File: config.mk
export PLATFORM = sky130hd
export DESIGN_NAME = rtcr_rate_comp
export DESIGN_NICKNAME = d
export VERILOG_FILES = /design/src/inc/rtcr_pkg.sv /design/src/rtl/rtcr_second_gen.sv /design/src/rtl/rtcr_rate_comp.sv
export SDC_FILE = /design/constraint.sdc
export NUM_CORES = 2
export LEC_CHECK = 0
export ABC_AREA = 1
export BUFFER_PORTS_ARGS = -buffer_cell sky130_fd_sc_hd__clkbuf_2
export CORE_UTILIZATION = 40
export CTS_CLUSTER_SIZE = 16
export DETAILED_ROUTE_END_ITERATION = 10
export HOLD_SLACK_MARGIN = 0.05
export MAX_ROUTING_LAYER = met4
export PLACE_DENSITY = 0.61
export SYNTH_ARGS = -nofsm -noshare
export SYNTH_HDL_FRONTEND = slang
export SYNTH_SLANG_ARGS = --single-unit
File: constraint.sdc
create_clock -name clk_i -period 4.3 [get_ports clk_i]
set_input_delay 0.645 -clock clk_i [delete_from_list [all_inputs] [get_ports clk_i]]
set_output_delay 0.645 -clock clk_i [all_outputs]
set_load 0.02 [all_outputs]
File: src/inc/rtcr_pkg.sv
// constants for the rtc rate trim and temperature compensation block
package rtcr_pkg;
   // register indices; byte address is four times the index
   localparam logic [13:0] IDX_TEMP_HIGH = 14'h2881;
   localparam logic [13:0] IDX_TEMP_LOW = 14'h2882;
   localparam logic [13:0] IDX_TABLE_INDEX_CTRL = 14'h2887;
   localparam logic [13:0] IDX_TABLE_BYTE = 14'h2888;
   localparam logic [13:0] IDX_TABLE_STROBES = 14'h2889;
   localparam logic [13:0] IDX_SHADOW_CTRL = 14'h2890;
   localparam logic [13:0] IDX_RATE_COARSE_TOP = 14'h289B;
   localparam logic [13:0] IDX_RATE_COARSE_MID = 14'h289C;
   localparam logic [13:0] IDX_RATE_COARSE_LOW_FINE = 14'h289D;
   localparam logic [13:0] IDX_AUTO_COMP_ENABLE = 14'h28A0;
   localparam logic [13:0] IDX_TEST_MUX_SEL = 14'h28A1;
   localparam logic [13:0] IDX_CRYSTAL_LOAD_TRIM = 14'h2504;

   // field positions
   localparam int AUTOINC_BIT = 7;
   localparam int RD_STROBE_BIT = 1;
   localparam int WR_STROBE_BIT = 0;
   localparam int HOLD_BIT = 7;
   localparam int COMP_EN_BIT = 5;
   localparam int TEMP_LOW_LSB = 5;

   // widths
   localparam int COARSE_W = 17;
   localparam int FINE_W = 2;
   localparam int PERIOD_W = 19;
   localparam int TEMP_W = 11;
   localparam int TABLE_AW = 7;
   localparam int TABLE_DEPTH = 128;
   localparam int TRIM_W = 7;

   // reset values
   localparam logic [COARSE_W-1:0] COARSE_RESET = 17'h10000;
   localparam logic [FINE_W-1:0] FINE_RESET = 2'h0;
   localparam logic [TRIM_W-1:0] TRIM_RESET = 7'h40;
   localparam logic [PERIOD_W-1:0] PERIOD_NOMINAL = 19'h40000;

   // index saturation limits after the shift by two
   localparam logic signed [8:0] INDEX_MAX = 9'sh03F;
   localparam logic signed [8:0] INDEX_MIN = -9'sh040;

   // one crystal tick counts eight eighths
   localparam logic [19:0] EIGHTHS_PER_TICK = 20'h00008;
   // crystal ticks per slow shadow-transfer tick (about 500 Hz)
   localparam logic [5:0] SLOW_TICK_LAST = 6'h3F;

   // test mux selections
   localparam logic [1:0] TMUX_OFF = 2'h0;
   localparam logic [1:0] TMUX_ONE_SECOND_TEST_PULSE = 2'h1;
   localparam logic [1:0] TMUX_FOUR_SECOND_TEST_PULSE = 2'h2;
endpackage

File: src/rtl/rtcr_second_gen.sv
// second boundary generator with rate dither and test pulses
`timescale 1ns/100ps
module rtcr_second_gen
   import rtcr_pkg::*;
(
   input wire logic clk_i,
   input wire logic rst_i,
   input wire logic crystal_tick_i,
   input wire logic [PERIOD_W-1:0] period_i,
   output logic second_o,
   output logic one_second_test_pulse_o,
   output logic four_second_test_pulse_o
);
   typedef struct packed {
      logic [19:0] acc;
      logic [PERIOD_W-1:0] period;
      logic [1:0] sec_cnt;
      logic second;
      logic p1;
      logic p4;
   } rtcr_sg_s;

   localparam rtcr_sg_s SG_RESET = '{acc: '0, period: PERIOD_NOMINAL, sec_cnt: '0,
                                     second: 1'b0, p1: 1'b0, p4: 1'b0};

   rtcr_sg_s r, n;
   logic [19:0] acc_plus;

   always_comb begin
      n = r;
      n.second = 1'b0;
      acc_plus = r.acc + EIGHTHS_PER_TICK;
      if (crystal_tick_i) begin
         // span of a second in eighths of a tick; fine bits dither it
         if (acc_plus >= {1'b0, r.period}) begin
            n.acc = acc_plus - {1'b0, r.period};
            n.second = 1'b1;
            n.sec_cnt = r.sec_cnt + 2'h1;
            // new rate only at a second boundary
            n.period = period_i;
         end else begin
            n.acc = acc_plus;
         end
      end
      // quarter-period high test waveforms
      n.p1 = n.acc < {3'h0, r.period[PERIOD_W-1:2]};
      n.p4 = n.sec_cnt == 2'h0;
   end

   always_ff @(posedge clk_i) begin
      if (rst_i) begin
         r <= SG_RESET;
      end else begin
         r <= n;
      end
   end

   assign second_o = r.second;
   assign one_second_test_pulse_o = r.p1;
   assign four_second_test_pulse_o = r.p4;
endmodule

File: src/rtl/rtcr_rate_comp.sv
// rtc rate control, shadow transfer, lookup table and temperature compensation
//
// Our own choice: the Wishbone interface to the registers.
`timescale 1ns/100ps
module rtcr_rate_comp
   import rtcr_pkg::*;
(
   input wire logic clk_i,
   input wire logic rst_i,
   input wire logic wb_cyc_i,
   input wire logic wb_stb_i,
   input wire logic wb_we_i,
   input wire logic [15:0] wb_adr_i,
   input wire logic [3:0] wb_sel_i,
   input wire logic [31:0] wb_dat_i,
   output logic [31:0] wb_dat_o,
   output logic wb_ack_o,
   input wire logic crystal_tick_i,
   input wire logic [TEMP_W-1:0] die_temperature_result_i,
   input wire logic temp_done_i,
   input wire logic sleep_mode_i,
   output logic [TRIM_W-1:0] crystal_load_trim_o,
   output logic second_tick_o,
   output logic test_mux_output_o
);
   typedef enum {ST_IDLE, ST_SW_RD, ST_COMP_LOAD} rtcr_state_e;

   typedef struct packed {
      logic ack;
      logic [31:0] rdata;
      logic [TRIM_W-1:0] trim;
      logic autoinc;
      logic [TABLE_AW-1:0] tindex;
      logic [7:0] tbyte;
      logic rd_stb;
      logic wr_stb;
      logic hold;
      logic pending;
      logic [COARSE_W-1:0] sh_p;
      logic [FINE_W-1:0] sh_q;
      logic [2:0] chg;
      logic [COARSE_W-1:0] live_p;
      logic [FINE_W-1:0] live_q;
      logic comp_en;
      logic comp_req;
      logic [1:0] tmux_sel;
      logic tmux;
      logic [5:0] slow_cnt;
      logic [TEMP_W-1:0] temp;
      rtcr_state_e st;
   } rtcr_rc_s;

   localparam rtcr_rc_s RC_RESET = '{ack: 1'b0, rdata: '0, trim: TRIM_RESET, autoinc: 1'b0, tindex: '0,
                                     tbyte: '0, rd_stb: 1'b0, wr_stb: 1'b0, hold: 1'b0, pending: 1'b0,
                                     sh_p: COARSE_RESET, sh_q: FINE_RESET, chg: '0,
                                     live_p: COARSE_RESET, live_q: FINE_RESET, comp_en: 1'b0,
                                     comp_req: 1'b0, tmux_sel: TMUX_OFF, tmux: 1'b0, slow_cnt: '0,
                                     temp: '0, st: ST_IDLE};

   rtcr_rc_s r, n;
   logic [7:0] table_mem [TABLE_DEPTH];
   logic [7:0] mem_q;
   logic [TABLE_AW-1:0] mem_addr;
   logic mem_we;
   logic sec_pulse, one_second_test_pulse, four_second_test_pulse;
   logic [PERIOD_W-1:0] comp_sum;
   logic req, wr_now;
   logic [13:0] idx;
   logic [7:0] wbyte;

   // register index from a byte address
   function automatic logic [13:0] reg_index(input logic [15:0] adr);
      return adr[15:2];
   endfunction

   // temperature to table address, shifted and saturated
   function automatic logic [TABLE_AW-1:0] temp_to_index(input logic [TEMP_W-1:0] t);
      logic signed [8:0] s;
      s = 9'(signed'(t) >>> 2);
      if (s > INDEX_MAX) begin
         s = INDEX_MAX;
      end else if (s < INDEX_MIN) begin
         s = INDEX_MIN;
      end
      return s[TABLE_AW-1:0];
   endfunction

   // read data for one register index
   function automatic logic [7:0] read_reg(input logic [13:0] i, input rtcr_rc_s s);
      case (i)
         IDX_TEMP_HIGH: return s.temp[TEMP_W-1:3];
         IDX_TEMP_LOW: return {s.temp[2:0], 5'h00};
         IDX_TABLE_INDEX_CTRL: return {s.autoinc, s.tindex};
         IDX_TABLE_BYTE: return s.tbyte;
         IDX_TABLE_STROBES: return {6'h00, s.rd_stb, s.wr_stb};
         IDX_SHADOW_CTRL: return {s.hold | s.pending, 7'h00};
         IDX_RATE_COARSE_TOP: return {5'h00, s.sh_p[16:14]};
         IDX_RATE_COARSE_MID: return s.sh_p[13:6];
         IDX_RATE_COARSE_LOW_FINE: return {s.sh_p[5:0], s.sh_q};
         IDX_AUTO_COMP_ENABLE: return {2'h0, s.comp_en, 5'h00};
         IDX_TEST_MUX_SEL: return {6'h00, s.tmux_sel};
         IDX_CRYSTAL_LOAD_TRIM: return {1'b0, s.trim};
         default: return 8'h00;
      endcase
   endfunction

   // sign-extended table entry added to the nominal period
   assign comp_sum = PERIOD_NOMINAL + {{(PERIOD_W-8){mem_q[7]}}, mem_q};

   always_comb begin
      n = r;
      mem_we = 1'b0;
      mem_addr = r.tindex;
      req = wb_cyc_i && wb_stb_i;
      wr_now = req && wb_we_i && r.ack && wb_sel_i[0];
      idx = reg_index(wb_adr_i);
      wbyte = wb_dat_i[7:0];

      // single-cycle wishbone answer, data latched with ack
      n.ack = req && !r.ack;
      if (req && !r.ack) begin
         n.rdata = {24'h000000, read_reg(idx, r)};
      end

      // a request left over from an earlier enable must not fire later
      if (!r.comp_en) begin
         n.comp_req = 1'b0;
      end
      // capture each measurement; flag a compensation pass
      if (temp_done_i) begin
         n.temp = die_temperature_result_i;
         if (r.comp_en) begin
            n.comp_req = 1'b1;
         end
      end

      // table access engine; compensation served first
      case (r.st)
         ST_IDLE: begin
            if (r.comp_req && r.comp_en) begin
               mem_addr = temp_to_index(r.temp);
               n.comp_req = temp_done_i && r.comp_en;
               n.st = ST_COMP_LOAD;
            end else if (r.wr_stb) begin
               mem_we = 1'b1;
               n.wr_stb = 1'b0;
               if (r.autoinc) begin
                  n.tindex = r.tindex + 7'h01;
               end
            end else if (r.rd_stb) begin
               n.st = ST_SW_RD;
            end
         end
         ST_SW_RD: begin
            n.tbyte = mem_q;
            n.rd_stb = 1'b0;
            if (r.autoinc) begin
               n.tindex = r.tindex + 7'h01;
            end
            n.st = ST_IDLE;
         end
         ST_COMP_LOAD: begin
            // reload only while enabled; otherwise periods untouched
            if (r.comp_en) begin
               n.live_p = comp_sum[PERIOD_W-1:FINE_W];
               n.live_q = comp_sum[FINE_W-1:0];
            end
            n.st = ST_IDLE;
         end
         default: begin
            n.st = ST_IDLE;
         end
      endcase
      if (r.st == ST_IDLE && !(r.comp_req && r.comp_en) && !r.wr_stb && r.rd_stb) begin
         mem_addr = r.tindex;
      end

      // slow tick derived from the crystal tick
      if (crystal_tick_i) begin
         n.slow_cnt = r.slow_cnt + 6'h01;
      end
      // changed words move to the live rate on the slow tick
      // placed before the register writes so a same-cycle rate write sets chg again and a hold release sets pending again
      if (crystal_tick_i && r.slow_cnt == SLOW_TICK_LAST && r.pending) begin
         if (r.chg[2]) begin
            n.live_p[16:14] = r.sh_p[16:14];
         end
         if (r.chg[1]) begin
            n.live_p[13:6] = r.sh_p[13:6];
         end
         if (r.chg[0]) begin
            n.live_p[5:0] = r.sh_p[5:0];
            n.live_q = r.sh_q;
         end
         n.chg = '0;
         n.pending = 1'b0; // hold reads one until here
      end

      // shadow follows the live rate unless held
      if (!r.hold && !r.pending) begin
         n.sh_p = n.live_p;
         n.sh_q = n.live_q;
      end

      // register writes take effect at the acked edge
      if (wr_now) begin
         case (idx)
            IDX_TABLE_INDEX_CTRL: begin
               n.autoinc = wbyte[AUTOINC_BIT];
               n.tindex = wbyte[TABLE_AW-1:0];
            end
            IDX_TABLE_BYTE: n.tbyte = wbyte;
            IDX_TABLE_STROBES: begin
               // writing one starts an access; zero does not cancel
               n.rd_stb = n.rd_stb | wbyte[RD_STROBE_BIT];
               n.wr_stb = n.wr_stb | wbyte[WR_STROBE_BIT];
            end
            IDX_SHADOW_CTRL: begin
               n.hold = wbyte[HOLD_BIT];
               if (r.hold && !wbyte[HOLD_BIT]) begin
                  n.pending = 1'b1;
               end
            end
            IDX_RATE_COARSE_TOP: begin
               n.sh_p[16:14] = wbyte[2:0];
               n.chg[2] = 1'b1;
            end
            IDX_RATE_COARSE_MID: begin
               n.sh_p[13:6] = wbyte;
               n.chg[1] = 1'b1;
            end
            IDX_RATE_COARSE_LOW_FINE: begin
               n.sh_p[5:0] = wbyte[7:2];
               n.sh_q = wbyte[1:0];
               n.chg[0] = 1'b1;
            end
            IDX_AUTO_COMP_ENABLE: n.comp_en = wbyte[COMP_EN_BIT];
            IDX_TEST_MUX_SEL: n.tmux_sel = wbyte[1:0];
            IDX_CRYSTAL_LOAD_TRIM: n.trim = wbyte[TRIM_W-1:0];
            default: begin
            end
         endcase
      end

      // test output selection
      case (r.tmux_sel)
         TMUX_ONE_SECOND_TEST_PULSE: n.tmux = one_second_test_pulse;
         TMUX_FOUR_SECOND_TEST_PULSE: n.tmux = four_second_test_pulse;
         default: n.tmux = 1'b0;
      endcase
   end

   always_ff @(posedge clk_i) begin
      if (rst_i) begin
         r <= RC_RESET;
      end else begin
         r <= n;
      end
   end

   // battery-backed table; contents survive reset
   always_ff @(posedge clk_i) begin
      if (mem_we) begin
         table_mem[r.tindex] <= r.tbyte;
      end
      mem_q <= table_mem[mem_addr];
   end

   // period is four coarse plus fine eighths
   rtcr_second_gen u_second_gen (
      .clk_i(clk_i),
      .rst_i(rst_i),
      .crystal_tick_i(crystal_tick_i),
      .period_i({r.live_p, r.live_q}),
      .second_o(sec_pulse),
      .one_second_test_pulse_o(one_second_test_pulse),
      .four_second_test_pulse_o(four_second_test_pulse)
   );

   assign wb_ack_o = r.ack;
   assign wb_dat_o = r.rdata;
   assign crystal_load_trim_o = r.trim; // zero least load, all ones most
   assign second_tick_o = sec_pulse;
   assign test_mux_output_o = r.tmux;
endmodule

* Word-level counts from Yosys, hierarchy flattened
Memories as Yosys holds them, arrays and structs flattened. A register that Yosys moved wholly into a read port is not among the register bits.
Index checks and enable logic that the tools add are counted.
** Operators by class
- Bitwise logic cells :: 6
- Eq/ne operators :: 18
- Magnitude comparators :: 4
- Reductions and logical operators :: 35
- Muxes and demuxes :: 50
- Add/sub/neg operators :: 6
- Shift operators :: 0
- Div/mod/pow operators :: 0
- $mul :: 0
** Operator list (count)
- 14-bit equality test, second input constant :: 12
- 8-bit one-hot mux with 12 select lines :: 1
- 32-bit zero test :: 2
- 7-bit 2-to-1 mux :: 9
- 19-bit 2-to-1 mux :: 3
- 22-bit 2-to-1 mux :: 2
- 42-bit 2-to-1 mux :: 1
- 41-bit 2-to-1 mux :: 1
- 8-bit 2-to-1 mux :: 5
- 20-bit by 4-bit adder with 20-bit output, second input constant :: 1
- 20-bit by 19-bit greater-or-equal comparator with 1-bit output :: 1
- 20-bit by 17-bit less-than comparator with 1-bit output :: 1
- 20-bit 2-to-1 mux :: 1
- 20-bit by 19-bit subtractor with 20-bit output :: 1
- 19-bit adder, first input constant :: 1
- 1-bit 2-to-1 mux :: 17
- 2-bit AND reduction :: 8
- 1-bit logical AND :: 14
- 7-bit one-hot mux with 2 select lines :: 1
- 2-bit 2-to-1 mux :: 5
- 9-bit by 7-bit greater-than comparator with 1-bit output, second input constant :: 1
- 9-bit by 7-bit less-than comparator with 1-bit output, second input constant :: 1
- 9-bit 2-to-1 mux :: 1
- 7-bit by 1-bit adder with 7-bit output, second input constant :: 1
- 15 further kinds :: 28
** Word-level totals
- Bits of input ports :: 71
- Bits in latches :: 0
- Output and inout port bits :: 42
- Bits in writable memories :: 1024
- ROM bits :: 0
- Register bits after elaboration :: 145
- Memories :: 1
- Word-level logic and storage cells :: 149
** Memory list
- table_mem :: depth 128, bits a word 8, read ports 1, clocked after memory_dff 1, wr ports 1, line rtcr_rate_comp.sv:61 : logic [7:0] table_mem [TABLE_DEPTH];

* Depth between registers and ports, before layout
- Word-level depth :: 8
- Mapped depth :: 33
- Mapped depth without buffers :: 32

* By module
A second synthesis with hierarchy kept.
** Second synthesis, totals
- Cells, all modules :: 5482
- Area total of the unflattened synthesis :: 54502.3 µm²
** By module, submodules not included
- rtcr_rate_comp :: instances 1, sequential area each 32931.6 µm², area an instance 50802.5 µm², cells an instance 4921
- rtcr_second_gen :: instances 1, sequential area each 880.8 µm², area an instance 3699.8 µm², cells an instance 561

* Least setup slack after synthesis
Ideal clock, no wire load.
- Path kind :: reg2reg
- Start :: register u_second_gen.r[27] in the netlist's numbering
- End :: register u_second_gen.r (netlist bit u_second_gen.one_second_test_pulse_o)
- Cell stages (with the launch flop) :: 31
- Setup slack :: 0.283 ns
- Data arrival time :: 3.947 ns
- Library setup time :: 0.070 ns
- Buffers on the path :: 1
- Clock period less this slack :: 4.017 ns
- Data required time :: 4.230 ns
- Path through :: dfxtp_1 -> ha_1 -> nand2_1 -> nor3_4 -> nand2_1 -> nor2_1 -> inv_1 -> o22ai_1 -> inv_1 -> ha_1 -> nand2_1 -> inv_1 -> nand2_1 -> nand2_1 -> a21oi_1 -> nand3_1 -> nand2_1 -> nand2_1 -> nand2_1 -> nand3_2 -> nand2_2 -> buf_2 -> o21ai_0 -> a22oi_1 -> inv_1 -> ha_1 -> a21oi_1 -> o221ai_1 -> a221oi_1 -> nand2_1 -> a21oi_1
** RTL lines
- start, declared :: line rtcr_second_gen.sv:26 : rtcr_sg_s r, n;
- start signal, assigned :: line rtcr_second_gen.sv:54 : r <= n;

==> load_flow_metrics.sql <==
INSERT INTO impl_metrics (metric_group, metric, value, unit) VALUES
('setup_path', 'critical_path_peak_fanout', '4', ''),
('power_and_ir_drop', 'cellLeakagePower', '18.2', 'nW'),
('setup_path', 'critical_path.endpoint_type', 'register', ''),
('yosys', 'synth_top_cell_by_area', 'sky130_fd_sc_hd__edfxtp_1', ''),
('power_and_ir_drop', 'total_power', '0.0271', 'W'),
('job', 'maxCapViolCount', '0', ''),
('floorplanning', 'floorplan.rows', '129', ''),
('power_and_ir_drop', 'sequentialPowerShare', '46.1', '%'),
('finish', 'fin_cells', '6360', ''),
('floorplanning', 'die_outline_width', '356', 'µm'),
('routing', 'detail_route.iter0.violations', '3452', ''),
('finish', 'drive_gt1_share', '9.42', '%'),
('finish', 'area_growth_from_synthesis_to_final_layout', '12.0', '%'),
('placement', 'numPortBuffers', '58', ''),
('setup_path', 'timing.setup.critical_path_class', 'register to register', ''),
('setup_path', 'cp_slowest_cell', 'sky130_fd_sc_hd__dfxtp_4', ''),
('finish', 'postLayoutCoreUtil', '45.3', '%'),
('power_and_ir_drop', 'power_switching_share', '26.4', '%'),
('yosys', 'yosysUniqueCellTypes', '57', ''),
('global_routing', 'globalRouteTotalUtil', '21.3', '%'),
('power_and_ir_drop', 'fraction_of_power_consumed_by_the_clock_network', '37.3', '%'),
('finish', 'antennaDiodeCount', '0', ''),
('yosys', 'synth.avg_cell_area', '10.9', 'µm²'),
('yosys', 'synth-main-ff-cell', 'sky130_fd_sc_hd__edfxtp_1', ''),
('power_and_ir_drop', 'combPwrFrac', '16.6', '%'),
('power_and_ir_drop', 'power_density', '483', 'mW/mm²'),
('yosys', 'synth_commonest_cells', '1024 x sky130_fd_sc_hd__edfxtp_1, 809 x sky130_fd_sc_hd__nor2_1, 658 x sky130_fd_sc_hd__nand2_1, 339 x sky130_fd_sc_hd__o21ai_1, 321 x sky130_fd_sc_hd__o21ai_0', ''),
('yosys', 'synth.yosys.seq_area_share', '67.4', '%'),
('cts', 'worst_setup_hold_path_clk_slew', '60', 'ps'),
('power_and_ir_drop', 'p_switching', '0.00717', 'W'),
('yosys', 'synth_compound_gate_area_share', '12.7', '%'),
('timing', 'fin_worst_skew', '28.1', 'ps'),
('floorplanning', 'floorplan.initialDensity', '40.4', '%'),
('setup_path', 'worstSetupStartpointType', 'register', ''),
('timing', 'drv_slew', '0', ''),
('yosys', 'synth_async_sr_flop_share', '0', '%'),
('cts', 'cts.root.buffer_cell', 'sky130_fd_sc_hd__clkbuf_16', ''),
('yosys', 'syn_inst', '4604', ''),
('global_routing', 'antenna_found_initial', '0', ''),
('yosys', 'synth_most_common_cell', 'sky130_fd_sc_hd__edfxtp_1', ''),
('floorplanning', 'core_area', '0.124', 'mm²'),
('placement', 'gp_routability_congestion', '0.881', ''),
('cts', 'cts_tree', 'done', ''),
('finish', 'fin_nets', '4734', ''),
('floorplanning', 'fp.dieH', '356', 'µm'),
('yosys', 'synth_seq_cells', '1177', ''),
('yosys', 'synth.top_cell.area_share', '61.3', '%'),
('timing', 'slew_headroom', '24.8', '%'),
('global_routing', 'globalRoute.totalOverflow', '0', ''),
('status', 'outcome', 'complete, but fails checks', ''),
('yosys', 'synth-edff-count', '1024', ''),
('timing', 'fmax', '236', 'MHz'),
('routing', 'detailed_routing_iterations_pass_1', '11', ''),
('power_and_ir_drop', 'intPower', '0.0200', 'W'),
('status', 'violations', 'design-rule violations', ''),
('yosys', 'main_combinational_cell_family_by_area_after_synthesis', 'simple AND/OR/NAND/NOR gates', ''),
('timing', 'worst-slew-pin-transition', '1130', 'ps'),
('global_routing', 'grt_pass1_wl', '201000', 'µm'),
('cts', 'number_of_buffers_added_by_the_clock_tree_synthesis_step', '118', ''),
('routing', 'via_count', '34642', ''),
('finish', 'finish.instance_area', '0.0562', 'mm²'),
('timing', 'unrepaired_setup_endpoints_after_global_routing', 'true', ''),
('yosys', 'post_synthesis_mux_area_share', '0', '%'),
('yosys', 'post_synth_instance_area', '0.0502', 'mm²'),
('yosys', 'post_synth_and_or_nand_nor_area_fraction', '13.6', '%'),
('placement', 'placedCellCount', '6130', ''),
('setup_path', 'timing.critical_path.mode_cell', 'sky130_fd_sc_hd__nand2_2', ''),
('routing', 'mean_number_of_vias_per_cell', '5.45', ''),
('power_and_ir_drop', 'vdd.ir_drop.worst', '0.000391', 'V'),
('worst_hold_path', 'kind_of_path_behind_the_tightest_hold_check', 'primary input to register', ''),
('routing', 'remaining_drc_errors', '16', '');
worst paths after layout:
check                                   startpoint                                    to  slack, ps  cells past startpoint
min                    die_temperature_result_i[1]                                 r[33]        170                      3
min reg2reg  u_second_gen.four_second_test_pulse_o                     test_mux_output_o        440                      2
max                             u_second_gen.r[28]  u_second_gen.one_second_test_pulse_o         60                     30
max reg2reg                     u_second_gen.r[28]  u_second_gen.one_second_test_pulse_o         60                     30
metal layers:
metal,vias to the layer above,wire length (µm),GRT usage (%)
met5,-,0,-
met4,0,4400,7.55
met3,256,9510,2.84
met2,1217,62800,33.5
met1,16832,57400,28.4
li1,16337,-,-
placed cells by master (no fill, tap or decap), types with 23 or more instances in the layout:
master and count:
sky130_fd_sc_hd__buf_4 104, sky130_fd_sc_hd__ha_1 34, sky130_fd_sc_hd__a21oi_1 112, sky130_fd_sc_hd__nand2_1 650, sky130_fd_sc_hd__inv_1 191, sky130_fd_sc_hd__clkinv_1 34, sky130_fd_sc_hd__nand3_1 168, sky130_fd_sc_hd__dfxtp_1 142
sky130_fd_sc_hd__nor2_1 804, sky130_fd_sc_hd__clkbuf_16 120, sky130_fd_sc_hd__clkinv_2 29, sky130_fd_sc_hd__o21ai_0 313, sky130_fd_sc_hd__o21ai_1 346, sky130_fd_sc_hd__o211ai_1 69, sky130_fd_sc_hd__xor2_1 23, sky130_fd_sc_hd__conb_1 24
sky130_fd_sc_hd__edfxtp_1 1024, sky130_fd_sc_hd__clkbuf_2 57, sky130_fd_sc_hd__o22ai_1 213
cells by family after synthesis:
kind of cell    Yosys count
compound gates         1133
fa+ha+maj                41
flops                  1177
xor+xnor                 31
buf+inv                 514
simple gates           1707
other cells               1
flip-flops by register name, summed over array words and instances, names as in the netlist:
name and cells:
crystal_load_trim_o 7, table_mem 1024, mem_q 8, u_second_gen.one_second_test_pulse_o 1
wb_ack_o 1, r 84, wb_dat_o 8, u_second_gen.r 41
test_mux_output_o 1, u_second_gen.second_o 1, u_second_gen.four_second_test_pulse_o 1
area by class of cell:
cell class	count	area, µm²	share of cell area, %
clock inverters	76	627	1.12
clock buffers	145	3140	5.58
inverters	207	806	1.43
well taps	1637	2050	3.64
multi-input cells	2936	14300	25.4
repair buffers	182	1450	2.57
flip-flops and latches	1177	33900	60.2
power by group through the flow:
stage	Combinational (W)	Sequential (W)	Clock, W
final	0.00451	0.0125	0.0101
after global routing	0.00504	0.0125	0.0107
after CTS	0.00408	0.0125	0.0102
after detailed placement	0.00399	0.0127	0
after global placement	0.00403	0.0127	0
after floorplan	0.00269	0.0127	0
what timing repair did:
action	4_1_cts	5_1_grt
gates resized for setup	13	50
buffers inserted	0	9
pin swaps	2	22
endpoints found under the setup margin	1	1
per-stage QoR:
stage / hold slack [ps] / worst slack, ps / TNS, ps
2_1_floorplan: 420 / 283 / 0
3_3_place_gp: 438 / -42.5 / -42.5
3_5_place_dp: 438 / -34.7 / -34.7
4_1_cts: 148 / 5.97 / 0
5_1_grt: 166 / -208 / -208
6_report: 172 / 60.1 / 0
worst max-delay path: cells and delay by family, from the launching register on:
family          cells  cell delay [ps]
simple gates       14             1340
compound gates      8             1060
fa+ha+maj           3              740
buf+inv             4              440
flops               1              370
xor+xnor            1              210
(Power assumes the default switching activity.)
